===== src/comparator_event_pkg.sv =====
// Shared constants, register map and carrier types of the comparator event control
package comparator_event_pkg;

  // ----------------------------------------------------------------------
  // Register map (word index; byte address is four times the index)
  // ----------------------------------------------------------------------
  localparam int unsigned ADDR_W    = 12;
  localparam int unsigned INDEX_W   = 10;
  localparam int unsigned DATA_W    = 32;
  localparam int unsigned REG_W     = 8;
  localparam int unsigned SYNC_DEPTH = 2;

  localparam logic [INDEX_W-1:0] CSR_INDEX        = 10'h050;
  localparam logic [INDEX_W-1:0] INSEL_INDEX      = 10'h07d;
  localparam logic [INDEX_W-1:0] DIDR_INDEX       = 10'h07e;
  localparam logic [INDEX_W-1:0] IRQ_STATUS_INDEX = 10'h07f;
  localparam logic [INDEX_W-1:0] IRQ_MASK_INDEX   = 10'h080;

  // ----------------------------------------------------------------------
  // Field positions
  // ----------------------------------------------------------------------
  localparam int unsigned CSR_OFF_BIT    = 7;
  localparam int unsigned CSR_BG_BIT     = 6;
  localparam int unsigned CSR_RESULT_BIT = 5;
  localparam int unsigned CSR_FLAG_BIT   = 4;
  localparam int unsigned CSR_IE_BIT     = 3;
  localparam int unsigned CSR_CAP_BIT    = 2;
  localparam int unsigned CSR_MODE_HI    = 1;
  localparam int unsigned CSR_MODE_LO    = 0;

  localparam int unsigned NEG_SEL_W  = 3;
  localparam int unsigned NEG_PINS   = 6;
  localparam int unsigned PIN_COUNT  = 7;
  localparam int unsigned IRQ_W      = 2;
  localparam int unsigned IRQ_EVENT_BIT  = 0;
  localparam int unsigned IRQ_TOGGLE_BIT = 1;

  localparam logic [NEG_SEL_W-1:0] NEG_SEL_RESET = 3'h0;
  localparam logic [PIN_COUNT-1:0] BUF_OFF_RESET = 7'h00;
  localparam logic [IRQ_W-1:0]     IRQ_RESET     = 2'h0;

  localparam logic [1:0] RESP_OKAY   = 2'h0;
  localparam logic [1:0] RESP_SLVERR = 2'h2;

  // ----------------------------------------------------------------------
  // Types
  // ----------------------------------------------------------------------
  typedef enum logic [1:0] {
    MODE_TOGGLE   = 2'b00,
    MODE_RESERVED = 2'b01,
    MODE_FALL     = 2'b10,
    MODE_RISE     = 2'b11
  } eventMode_t;

  typedef enum logic {
    WR_COLLECT = 1'b0,
    WR_RESPOND = 1'b1
  } wrState_t;

  typedef struct packed {
    logic       comparatorOff;
    logic       bandgapSelect;
    logic       compareIrqEnable;
    logic       captureRouteEnable;
    eventMode_t eventMode;
  } ctrl_t;

  typedef struct packed {
    logic              awvalid;
    logic [ADDR_W-1:0] awaddr;
    logic              wvalid;
    logic [DATA_W-1:0] wdata;
    logic [3:0]        wstrb;
    logic              bready;
    logic              arvalid;
    logic [ADDR_W-1:0] araddr;
    logic              rready;
  } axiReq_t;

  typedef struct packed {
    logic              awready;
    logic              wready;
    logic              bvalid;
    logic [1:0]        bresp;
    logic              arready;
    logic              rvalid;
    logic [DATA_W-1:0] rdata;
    logic [1:0]        rresp;
  } axiRsp_t;

endpackage


===== src/comparator_sync.sv =====
// Two-stage synchroniser for the asynchronous comparator output
`timescale 1ns/1ps
module comparator_sync (
  // Clock and reset
  input  wire logic ref_clk,
  input  wire logic sys_rst,
  // Signal
  input  wire logic asyncIn,
  output logic      syncOut
);

  typedef struct packed {
    logic stage1;
    logic stage2;
  } syncState_t;

  syncState_t state_q;
  syncState_t state_d;

  // Stage one feeds stage two only, so a metastable value never fans out
  always_comb begin
    state_d        = state_q;
    state_d.stage1 = asyncIn;
    state_d.stage2 = state_q.stage1;
  end

  always_ff @(posedge ref_clk) begin
    if (sys_rst) begin
      state_q <= '0;
    end else begin
      state_q <= state_d;
    end
  end

  assign syncOut = state_q.stage2;

endmodule


===== src/comparator_event_control.sv =====
// Comparator control: input selection, result sync, edge events, interrupts, AXI4-Lite registers
//
// Implementation choice: the AXI4-Lite slave port.
`timescale 1ns/1ps
module comparator_event_control (
  // Clock and reset
  input  wire logic                                       ref_clk,
  input  wire logic                                       sys_rst,
  // Register bus
  input  wire comparator_event_pkg::axiReq_t              axiReq,
  output comparator_event_pkg::axiRsp_t                   axiRsp,
  // Analog comparator
  input  wire logic                                       rawCompare,
  output logic                                            comparatorOff,
  output logic                                            bandgapSelect,
  output logic [comparator_event_pkg::NEG_PINS-1:0]       negInputSel,
  // Core interrupt handshake
  input  wire logic                                       globalIrqEnable,
  input  wire logic                                       vectorTaken,
  output logic                                            compIrqReq,
  // Timer capture front end
  output logic                                            captureIn,
  // Port pins
  input  wire logic [comparator_event_pkg::PIN_COUNT-1:0] pinRaw,
  output logic [comparator_event_pkg::PIN_COUNT-1:0]      pinBufferOff,
  output logic [comparator_event_pkg::PIN_COUNT-1:0]      pinIn,
  // Summary interrupt
  output logic                                            irq
);

  // ----------------------------------------------------------------------
  // State
  // ----------------------------------------------------------------------
  typedef struct packed {
    comparator_event_pkg::ctrl_t                           ctrl;
    logic                                                  flag;
    logic [comparator_event_pkg::NEG_SEL_W-1:0]            negSel;
    logic [comparator_event_pkg::PIN_COUNT-1:0]            bufOff;
    logic [comparator_event_pkg::IRQ_W-1:0]                irqStatus;
    logic [comparator_event_pkg::IRQ_W-1:0]                irqMask;
    logic                                                  resultPrev;
    logic                                                  awHeld;
    logic [comparator_event_pkg::ADDR_W-1:0]               awAddr;
    logic                                                  wHeld;
    logic [comparator_event_pkg::DATA_W-1:0]               wData;
    logic                                                  wLane0;
    comparator_event_pkg::wrState_t                        wrState;
    logic [1:0]                                            bresp;
    logic                                                  rvalid;
    logic [comparator_event_pkg::DATA_W-1:0]               rdata;
    logic [1:0]                                            rresp;
  } state_t;

  localparam state_t STATE_RESET = '0;

  state_t state_q;
  state_t state_d;
  logic   result;
  logic   riseEdge;
  logic   fallEdge;
  logic   compareEvent;
  logic   awFire;
  logic   wFire;
  logic   arFire;
  logic   doWrite;
  logic [comparator_event_pkg::INDEX_W-1:0] wrIndex;
  logic [comparator_event_pkg::INDEX_W-1:0] rdIndex;
  logic [comparator_event_pkg::REG_W-1:0]   wrByte;

  // ----------------------------------------------------------------------
  // Result synchroniser and edge detection
  // ----------------------------------------------------------------------
  comparator_sync comparator_sync_i (
    .ref_clk (ref_clk),
    .sys_rst (sys_rst),
    .asyncIn (rawCompare),
    .syncOut (result)
  );

  // Edges come from the synchronised value only, never the raw input
  assign riseEdge = result & ~state_q.resultPrev;
  assign fallEdge = ~result & state_q.resultPrev;

  always_comb begin
    case (state_q.ctrl.eventMode)
      comparator_event_pkg::MODE_TOGGLE: compareEvent = riseEdge | fallEdge;
      comparator_event_pkg::MODE_FALL:   compareEvent = fallEdge;
      comparator_event_pkg::MODE_RISE:   compareEvent = riseEdge;
      default:                           compareEvent = 1'b0;
    endcase
  end

  // ----------------------------------------------------------------------
  // Bus handshake terms
  // ----------------------------------------------------------------------
  assign axiRsp.awready = ~state_q.awHeld & (state_q.wrState == comparator_event_pkg::WR_COLLECT);
  assign axiRsp.wready  = ~state_q.wHeld & (state_q.wrState == comparator_event_pkg::WR_COLLECT);
  assign axiRsp.arready = ~state_q.rvalid;
  assign axiRsp.bvalid  = state_q.wrState == comparator_event_pkg::WR_RESPOND;
  assign axiRsp.bresp   = state_q.bresp;
  assign axiRsp.rvalid  = state_q.rvalid;
  assign axiRsp.rdata   = state_q.rdata;
  assign axiRsp.rresp   = state_q.rresp;

  assign awFire  = axiReq.awvalid & axiRsp.awready;
  assign wFire   = axiReq.wvalid & axiRsp.wready;
  assign arFire  = axiReq.arvalid & axiRsp.arready;
  // Write lands once both address and data are held, in either order
  assign doWrite = state_q.awHeld & state_q.wHeld;
  assign wrIndex = state_q.awAddr[comparator_event_pkg::ADDR_W-1:2];
  assign rdIndex = axiReq.araddr[comparator_event_pkg::ADDR_W-1:2];
  assign wrByte  = state_q.wData[comparator_event_pkg::REG_W-1:0];

  // ----------------------------------------------------------------------
  // Next state
  // ----------------------------------------------------------------------
  always_comb begin
    logic flagClear;
    logic [comparator_event_pkg::IRQ_W-1:0] irqClear;
    logic mapped;
    logic [comparator_event_pkg::REG_W-1:0] rdByte;
    flagClear = vectorTaken;
    irqClear  = '0;
    mapped    = 1'b1;
    rdByte    = '0;
    state_d   = state_q;
    state_d.resultPrev = result;

    if (awFire) begin
      state_d.awHeld = 1'b1;
      state_d.awAddr = axiReq.awaddr;
    end
    if (wFire) begin
      state_d.wHeld  = 1'b1;
      state_d.wData  = axiReq.wdata;
      state_d.wLane0 = axiReq.wstrb[0];
    end

    if (doWrite) begin
      state_d.awHeld  = 1'b0;
      state_d.wHeld   = 1'b0;
      state_d.wrState = comparator_event_pkg::WR_RESPOND;
      if (wrIndex == comparator_event_pkg::CSR_INDEX) begin
        if (state_q.wLane0) begin
          state_d.ctrl.comparatorOff      = wrByte[comparator_event_pkg::CSR_OFF_BIT];
          state_d.ctrl.bandgapSelect      = wrByte[comparator_event_pkg::CSR_BG_BIT];
          state_d.ctrl.compareIrqEnable   = wrByte[comparator_event_pkg::CSR_IE_BIT];
          state_d.ctrl.captureRouteEnable = wrByte[comparator_event_pkg::CSR_CAP_BIT];
          state_d.ctrl.eventMode          = comparator_event_pkg::eventMode_t'(
            wrByte[comparator_event_pkg::CSR_MODE_HI:comparator_event_pkg::CSR_MODE_LO]);
          flagClear = flagClear | wrByte[comparator_event_pkg::CSR_FLAG_BIT];
        end
      end else if (wrIndex == comparator_event_pkg::INSEL_INDEX) begin
        if (state_q.wLane0) begin
          state_d.negSel = wrByte[comparator_event_pkg::NEG_SEL_W-1:0];
        end
      end else if (wrIndex == comparator_event_pkg::DIDR_INDEX) begin
        if (state_q.wLane0) begin
          state_d.bufOff = wrByte[comparator_event_pkg::PIN_COUNT-1:0];
        end
      end else if (wrIndex == comparator_event_pkg::IRQ_STATUS_INDEX) begin
        if (state_q.wLane0) begin
          irqClear = wrByte[comparator_event_pkg::IRQ_W-1:0];
        end
      end else if (wrIndex == comparator_event_pkg::IRQ_MASK_INDEX) begin
        if (state_q.wLane0) begin
          state_d.irqMask = wrByte[comparator_event_pkg::IRQ_W-1:0];
        end
      end else begin
        mapped = 1'b0;
      end
      state_d.bresp = mapped ? comparator_event_pkg::RESP_OKAY
                             : comparator_event_pkg::RESP_SLVERR;
    end else if (axiRsp.bvalid & axiReq.bready) begin
      state_d.wrState = comparator_event_pkg::WR_COLLECT;
    end

    // A new event in the clearing cycle keeps the bit set
    state_d.flag = (state_q.flag & ~flagClear) | compareEvent;
    state_d.irqStatus = (state_q.irqStatus & ~irqClear)
                      | {riseEdge | fallEdge, compareEvent};

    // Read path: result bit and reserved bits come straight from logic
    if (arFire) begin
      mapped = 1'b1;
      if (rdIndex == comparator_event_pkg::CSR_INDEX) begin
        rdByte = {state_q.ctrl.comparatorOff, state_q.ctrl.bandgapSelect, result,
                  state_q.flag, state_q.ctrl.compareIrqEnable,
                  state_q.ctrl.captureRouteEnable, state_q.ctrl.eventMode};
      end else if (rdIndex == comparator_event_pkg::INSEL_INDEX) begin
        rdByte = {{(comparator_event_pkg::REG_W-comparator_event_pkg::NEG_SEL_W){1'b0}},
                  state_q.negSel};
      end else if (rdIndex == comparator_event_pkg::DIDR_INDEX) begin
        rdByte = {1'b0, state_q.bufOff};
      end else if (rdIndex == comparator_event_pkg::IRQ_STATUS_INDEX) begin
        rdByte = {{(comparator_event_pkg::REG_W-comparator_event_pkg::IRQ_W){1'b0}},
                  state_q.irqStatus};
      end else if (rdIndex == comparator_event_pkg::IRQ_MASK_INDEX) begin
        rdByte = {{(comparator_event_pkg::REG_W-comparator_event_pkg::IRQ_W){1'b0}},
                  state_q.irqMask};
      end else begin
        mapped = 1'b0;
      end
      state_d.rvalid = 1'b1;
      state_d.rdata  = {{(comparator_event_pkg::DATA_W-comparator_event_pkg::REG_W){1'b0}},
                        rdByte};
      state_d.rresp  = mapped ? comparator_event_pkg::RESP_OKAY
                              : comparator_event_pkg::RESP_SLVERR;
    end else if (state_q.rvalid & axiReq.rready) begin
      state_d.rvalid = 1'b0;
    end
  end

  always_ff @(posedge ref_clk) begin
    if (sys_rst) begin
      state_q <= STATE_RESET;
    end else begin
      state_q <= state_d;
    end
  end

  // ----------------------------------------------------------------------
  // Outputs to the analog side, timer and core
  // ----------------------------------------------------------------------
  assign comparatorOff = state_q.ctrl.comparatorOff;
  assign bandgapSelect = state_q.ctrl.bandgapSelect;
  // Reserved select codes connect no pin rather than aliasing one
  always_comb begin
    negInputSel = '0;
    if (state_q.negSel < comparator_event_pkg::NEG_SEL_W'(comparator_event_pkg::NEG_PINS)) begin
      negInputSel[state_q.negSel] = 1'b1;
    end
  end
  assign captureIn  = state_q.ctrl.captureRouteEnable & result;
  // Enable-off leaves the flag pending, so the request returns at once after re-enable
  assign compIrqReq = state_q.flag & state_q.ctrl.compareIrqEnable & globalIrqEnable;
  assign irq        = |(state_q.irqStatus & state_q.irqMask);

  genvar pinIdx;
  generate
    for (pinIdx = 0; pinIdx < comparator_event_pkg::PIN_COUNT; pinIdx++) begin : g_pin
      assign pinBufferOff[pinIdx] = state_q.bufOff[pinIdx];
      assign pinIn[pinIdx]        = pinRaw[pinIdx] & ~state_q.bufOff[pinIdx];
    end
  endgenerate

  logic csrWrite;
  assign csrWrite = doWrite & state_q.wLane0 & (wrIndex == comparator_event_pkg::CSR_INDEX);
endmodule


===== config.mk =====
export PLATFORM = sky130hd
export DESIGN_NAME = comparator_event_control
export DESIGN_NICKNAME = d
export VERILOG_FILES = /design/src/comparator_event_pkg.sv /design/src/comparator_sync.sv /design/src/comparator_event_control.sv
export SDC_FILE = /design/constraint.sdc
export NUM_CORES = 1
export LEC_CHECK = 0
export BUFFER_PORTS_ARGS = -buffer_cell sky130_fd_sc_hd__buf_2
export CORE_ASPECT_RATIO = 0.5
export CORE_MARGIN = 5
export CORE_UTILIZATION = 45
export CTS_CLUSTER_SIZE = 28
export DETAILED_ROUTE_END_ITERATION = 7
export PLACE_DENSITY = 0.85
export SETUP_SLACK_MARGIN = 0.3
export SYNTH_ARGS = -nofsm -noshare
export SYNTH_HDL_FRONTEND = slang
export SYNTH_SLANG_ARGS = --single-unit

===== constraint.sdc =====
create_clock -name ref_clk -period 6.3 [get_ports ref_clk]
set_clock_uncertainty 0.2 [all_clocks]
set_input_delay 0.945 -clock ref_clk [delete_from_list [all_inputs] [get_ports ref_clk]]
set_output_delay 0.945 -clock ref_clk [all_outputs]
set_load 0.05 [all_outputs]

==> reports/summary.txt <==
Worst Path Class, Setup - in2out
Ratio of cells with drive above 1 in the final layout - 0.252
Number of standard cells in the layout, taps in and fillers out - 505
Syn Area/Cell - 8.22 um2
Standard cell core area - 6110 um2
Mapped Area - 2850 um2
Count of synthesis-stage warnings from yosys - 0
GR Overflow Total - 0
Number of DRC markers after the initial detailed-route iteration - 143
Setup repair after global routing missed its margin - false
Worst path arrival time - 1.48 ns
Fin crit share - 0.416
Count of final hold-check violations - 0
Most frequently used flop master after synthesis - sky130_fd_sc_hd__dfxtp_1
Gpl congestion - 0.777
Cell taking the most area after synthesis - sky130_fd_sc_hd__dfxtp_1
Number of distinct library cell variants in the gate-level netlist after synthesis - 42
Number of placed instances, taps included - 489
Number of buffers on the longest clock path - 2
Leading cell types by total area after synthesis - sky130_fd_sc_hd__dfxtp_1 40%, sky130_fd_sc_hd__buf_4 12%, sky130_fd_sc_hd__nand2_1 7.1%, sky130_fd_sc_hd__mux2i_1 6.3%, sky130_fd_sc_hd__a21oi_1 6.1%
Count of flip-flops with a built-in enable after synthesis - 0
Kind of end point of the critical path - output port
Class of the tightest hold or removal check - reg2reg
Worst relative slew slack - 0.339
Max stage delay on crit path - 0.28 ns
Power per standard cell area - 308 nW/um2
Root buffer cell - sky130_fd_sc_hd__clkbuf_16
Die extent in y - 66.3 um
Fraction of the yosys area taken by sequential cells - 0.400
Number of placement rows - 20
Max capacitance violation total - 0
Number of antenna-violating nets in the routed design - 0
Post-CTS sizing - 0
Leakage - 1.53 nW
Worst slack at placement - 3.66 ns
Hold-fix buffers at CTS - 0
Most frequent cells in the layout - 85 x sky130_fd_sc_hd__buf_2, 57 x sky130_fd_sc_hd__dfxtp_1, 54 x sky130_fd_sc_hd__nand2_1, 35 x sky130_fd_sc_hd__nor2_1, 35 x sky130_fd_sc_hd__a21oi_1
First drt pass iteration count - 4
Number of top-level pins - 143
Worst path setup slack after routing - 3.68 ns
Element type at the critical path start - primary input
TritonCTS clock tree - yes
Count of mapped cells out of synthesis - 347
Slew at the pin closest to its max-slew limit - 0.992 ns
Detailed-placement wirelength estimate - 4770 um
Critical path's slowest cell - sky130_fd_sc_hd__buf_2
GRT Overall Usage - 0.167
Vias in the first global route - 2314
Antenna violations before repair - 0
Final net count - 491
Area grow syn2layout - 19.9%
DR DRC count - 0
Async set or reset register ratio after synthesis - 0
Sum of negative setup slack - 0 ns
Clock transition at the register clock pins on the worst setup and hold paths after CTS - 0.04 ns
Overall via count from detail_route - 2465
Port Buf Inserts - 85
Tot Pwr - 1.05 mW
Most Frequent Cell on Critical Path - sky130_fd_sc_hd__buf_2
H-tree depth reported by CTS - 3
Cts bufs inserted - 9
Highest ir drop seen on vdd - 0.161 mV
Post-synth top area share - 0.400
First-pass GRT wire length - 10600 um
Minimum clock period - 2.62 ns
Area enclosed by the die boundary - 8130 um2
Post-CTS Setup Inserts - 0
Post-Route WL - 6670 um
Die outline width - 123 um
Maximum number of pins on one net before global-route repair - 58
Number of clock sinks - 57
Final-report max-slew violation count - 0
Initial core utilization - 0.467
Count of inserted antenna diode cells - 0
# setup viols final - 0
Most common cell after layout, fill and taps aside - sky130_fd_sc_hd__buf_2
Finished Core Util - 0.560
Clock insertion delay at the later pin of the skew report - 0.32 ns
Cell Chain, Critical Path - buf_2, nor2b_1, buf_2
Synth Register Bits - 57
Status - completed
Fmax achieved - 381 MHz
Max Fanout on Critical Path - 1
Data required time at the worst endpoint - 5.15 ns
Vias per Instance - 4.88
WL per Instance - 13.2 um
worst paths after layout:
path	cells past startpoint	slack, ns	end	from
max	3	3.68	pinIn[5]	pinRaw[5]
min	2	0.24	axiRsp[3]$_SDFFE_PP0P_	axiRsp[3]$_SDFFE_PP0P_
max reg2reg	5	3.77	pinBufferOff[1]$_SDFFE_PP0P_	state_q[82]$_SDFFE_PP0P_
min reg2reg	2	0.24	axiRsp[3]$_SDFFE_PP0P_	axiRsp[3]$_SDFFE_PP0P_
kinds of logic after synthesis:
| logic type | synth area share |
|---|---|
| AND/OR/NAND/NOR | 0.269 |
| buffers and inverters | 0.143 |
| flip-flops | 0.400 |
| adder cells (fa/ha/maj) | 0.00877 |
| multiplexers | 0.0671 |
| AO/OA/AOI/OAI | 0.111 |
| other | 0.00132 |
state kept, by name, summed over array words and instances, names as in the netlist:
signal and cells:
state_q 34, comparator_sync_i.syncOut 1, comparator_sync_i.state_d 1, pinBufferOff 7, bandgapSelect 1, axiRsp 12, comparatorOff 1
per-stage QoR:
stage	hold slack, ns	cell area [um2]
after floorplan	0.214	2950
after global placement	0.235	3090
after detailed placement	0.241	3090
after CTS	0.251	3420
after global routing	0.271	3420
final	0.242	3420
worst max-delay path, delay by kind of cell:
kind / cells / cell delay, ns
buf+inv: 2 / 0.37
simple gates: 1 / 0.16
routing by layer:
layer / share of wire / vias up / global-route usage / routed length (um)
met5: 0 / - / 0 / 0
met4: 0.0099 / 0 / 0.0572 / 66
met3: 0.077 / 9 / 0.0615 / 515
met2: 0.49 / 82 / 0.290 / 3250
met1: 0.43 / 1132 / 0.192 / 2850
li1: - / 1242 / - / -
power breakdown:
part	leakage (nW)	internal (mW)	switching, mW
Sequential	0.465	0.377	0.0134
Clock	0.157	0.367	0.154
Combinational	0.906	0.0358	0.105
synthesized netlist by cell type, drive strengths merged, types with 8 or more instances:
cell / n
a21oi: 35
buf: 48
clkbuf: 8
dfxtp: 57
mux2i: 18
nand2: 54
nand2b: 8
nor2: 35
nor2b: 11
nor3: 10
o21ai: 10
final cells by class:
| class | instances | area, um2 |
|---|---|---|
| fill | 545 | 2690 |
| inverter | 6 | 22.5 |
| multi-input combinational | 253 | 1400 |
| sequential | 57 | 1140 |
| timing repair buffer | 85 | 425 |
| tap | 88 | 110 |
| clock inverter | 2 | 60.1 |
| clock buffer | 14 | 264 |
(Power assumes the default switching activity.)
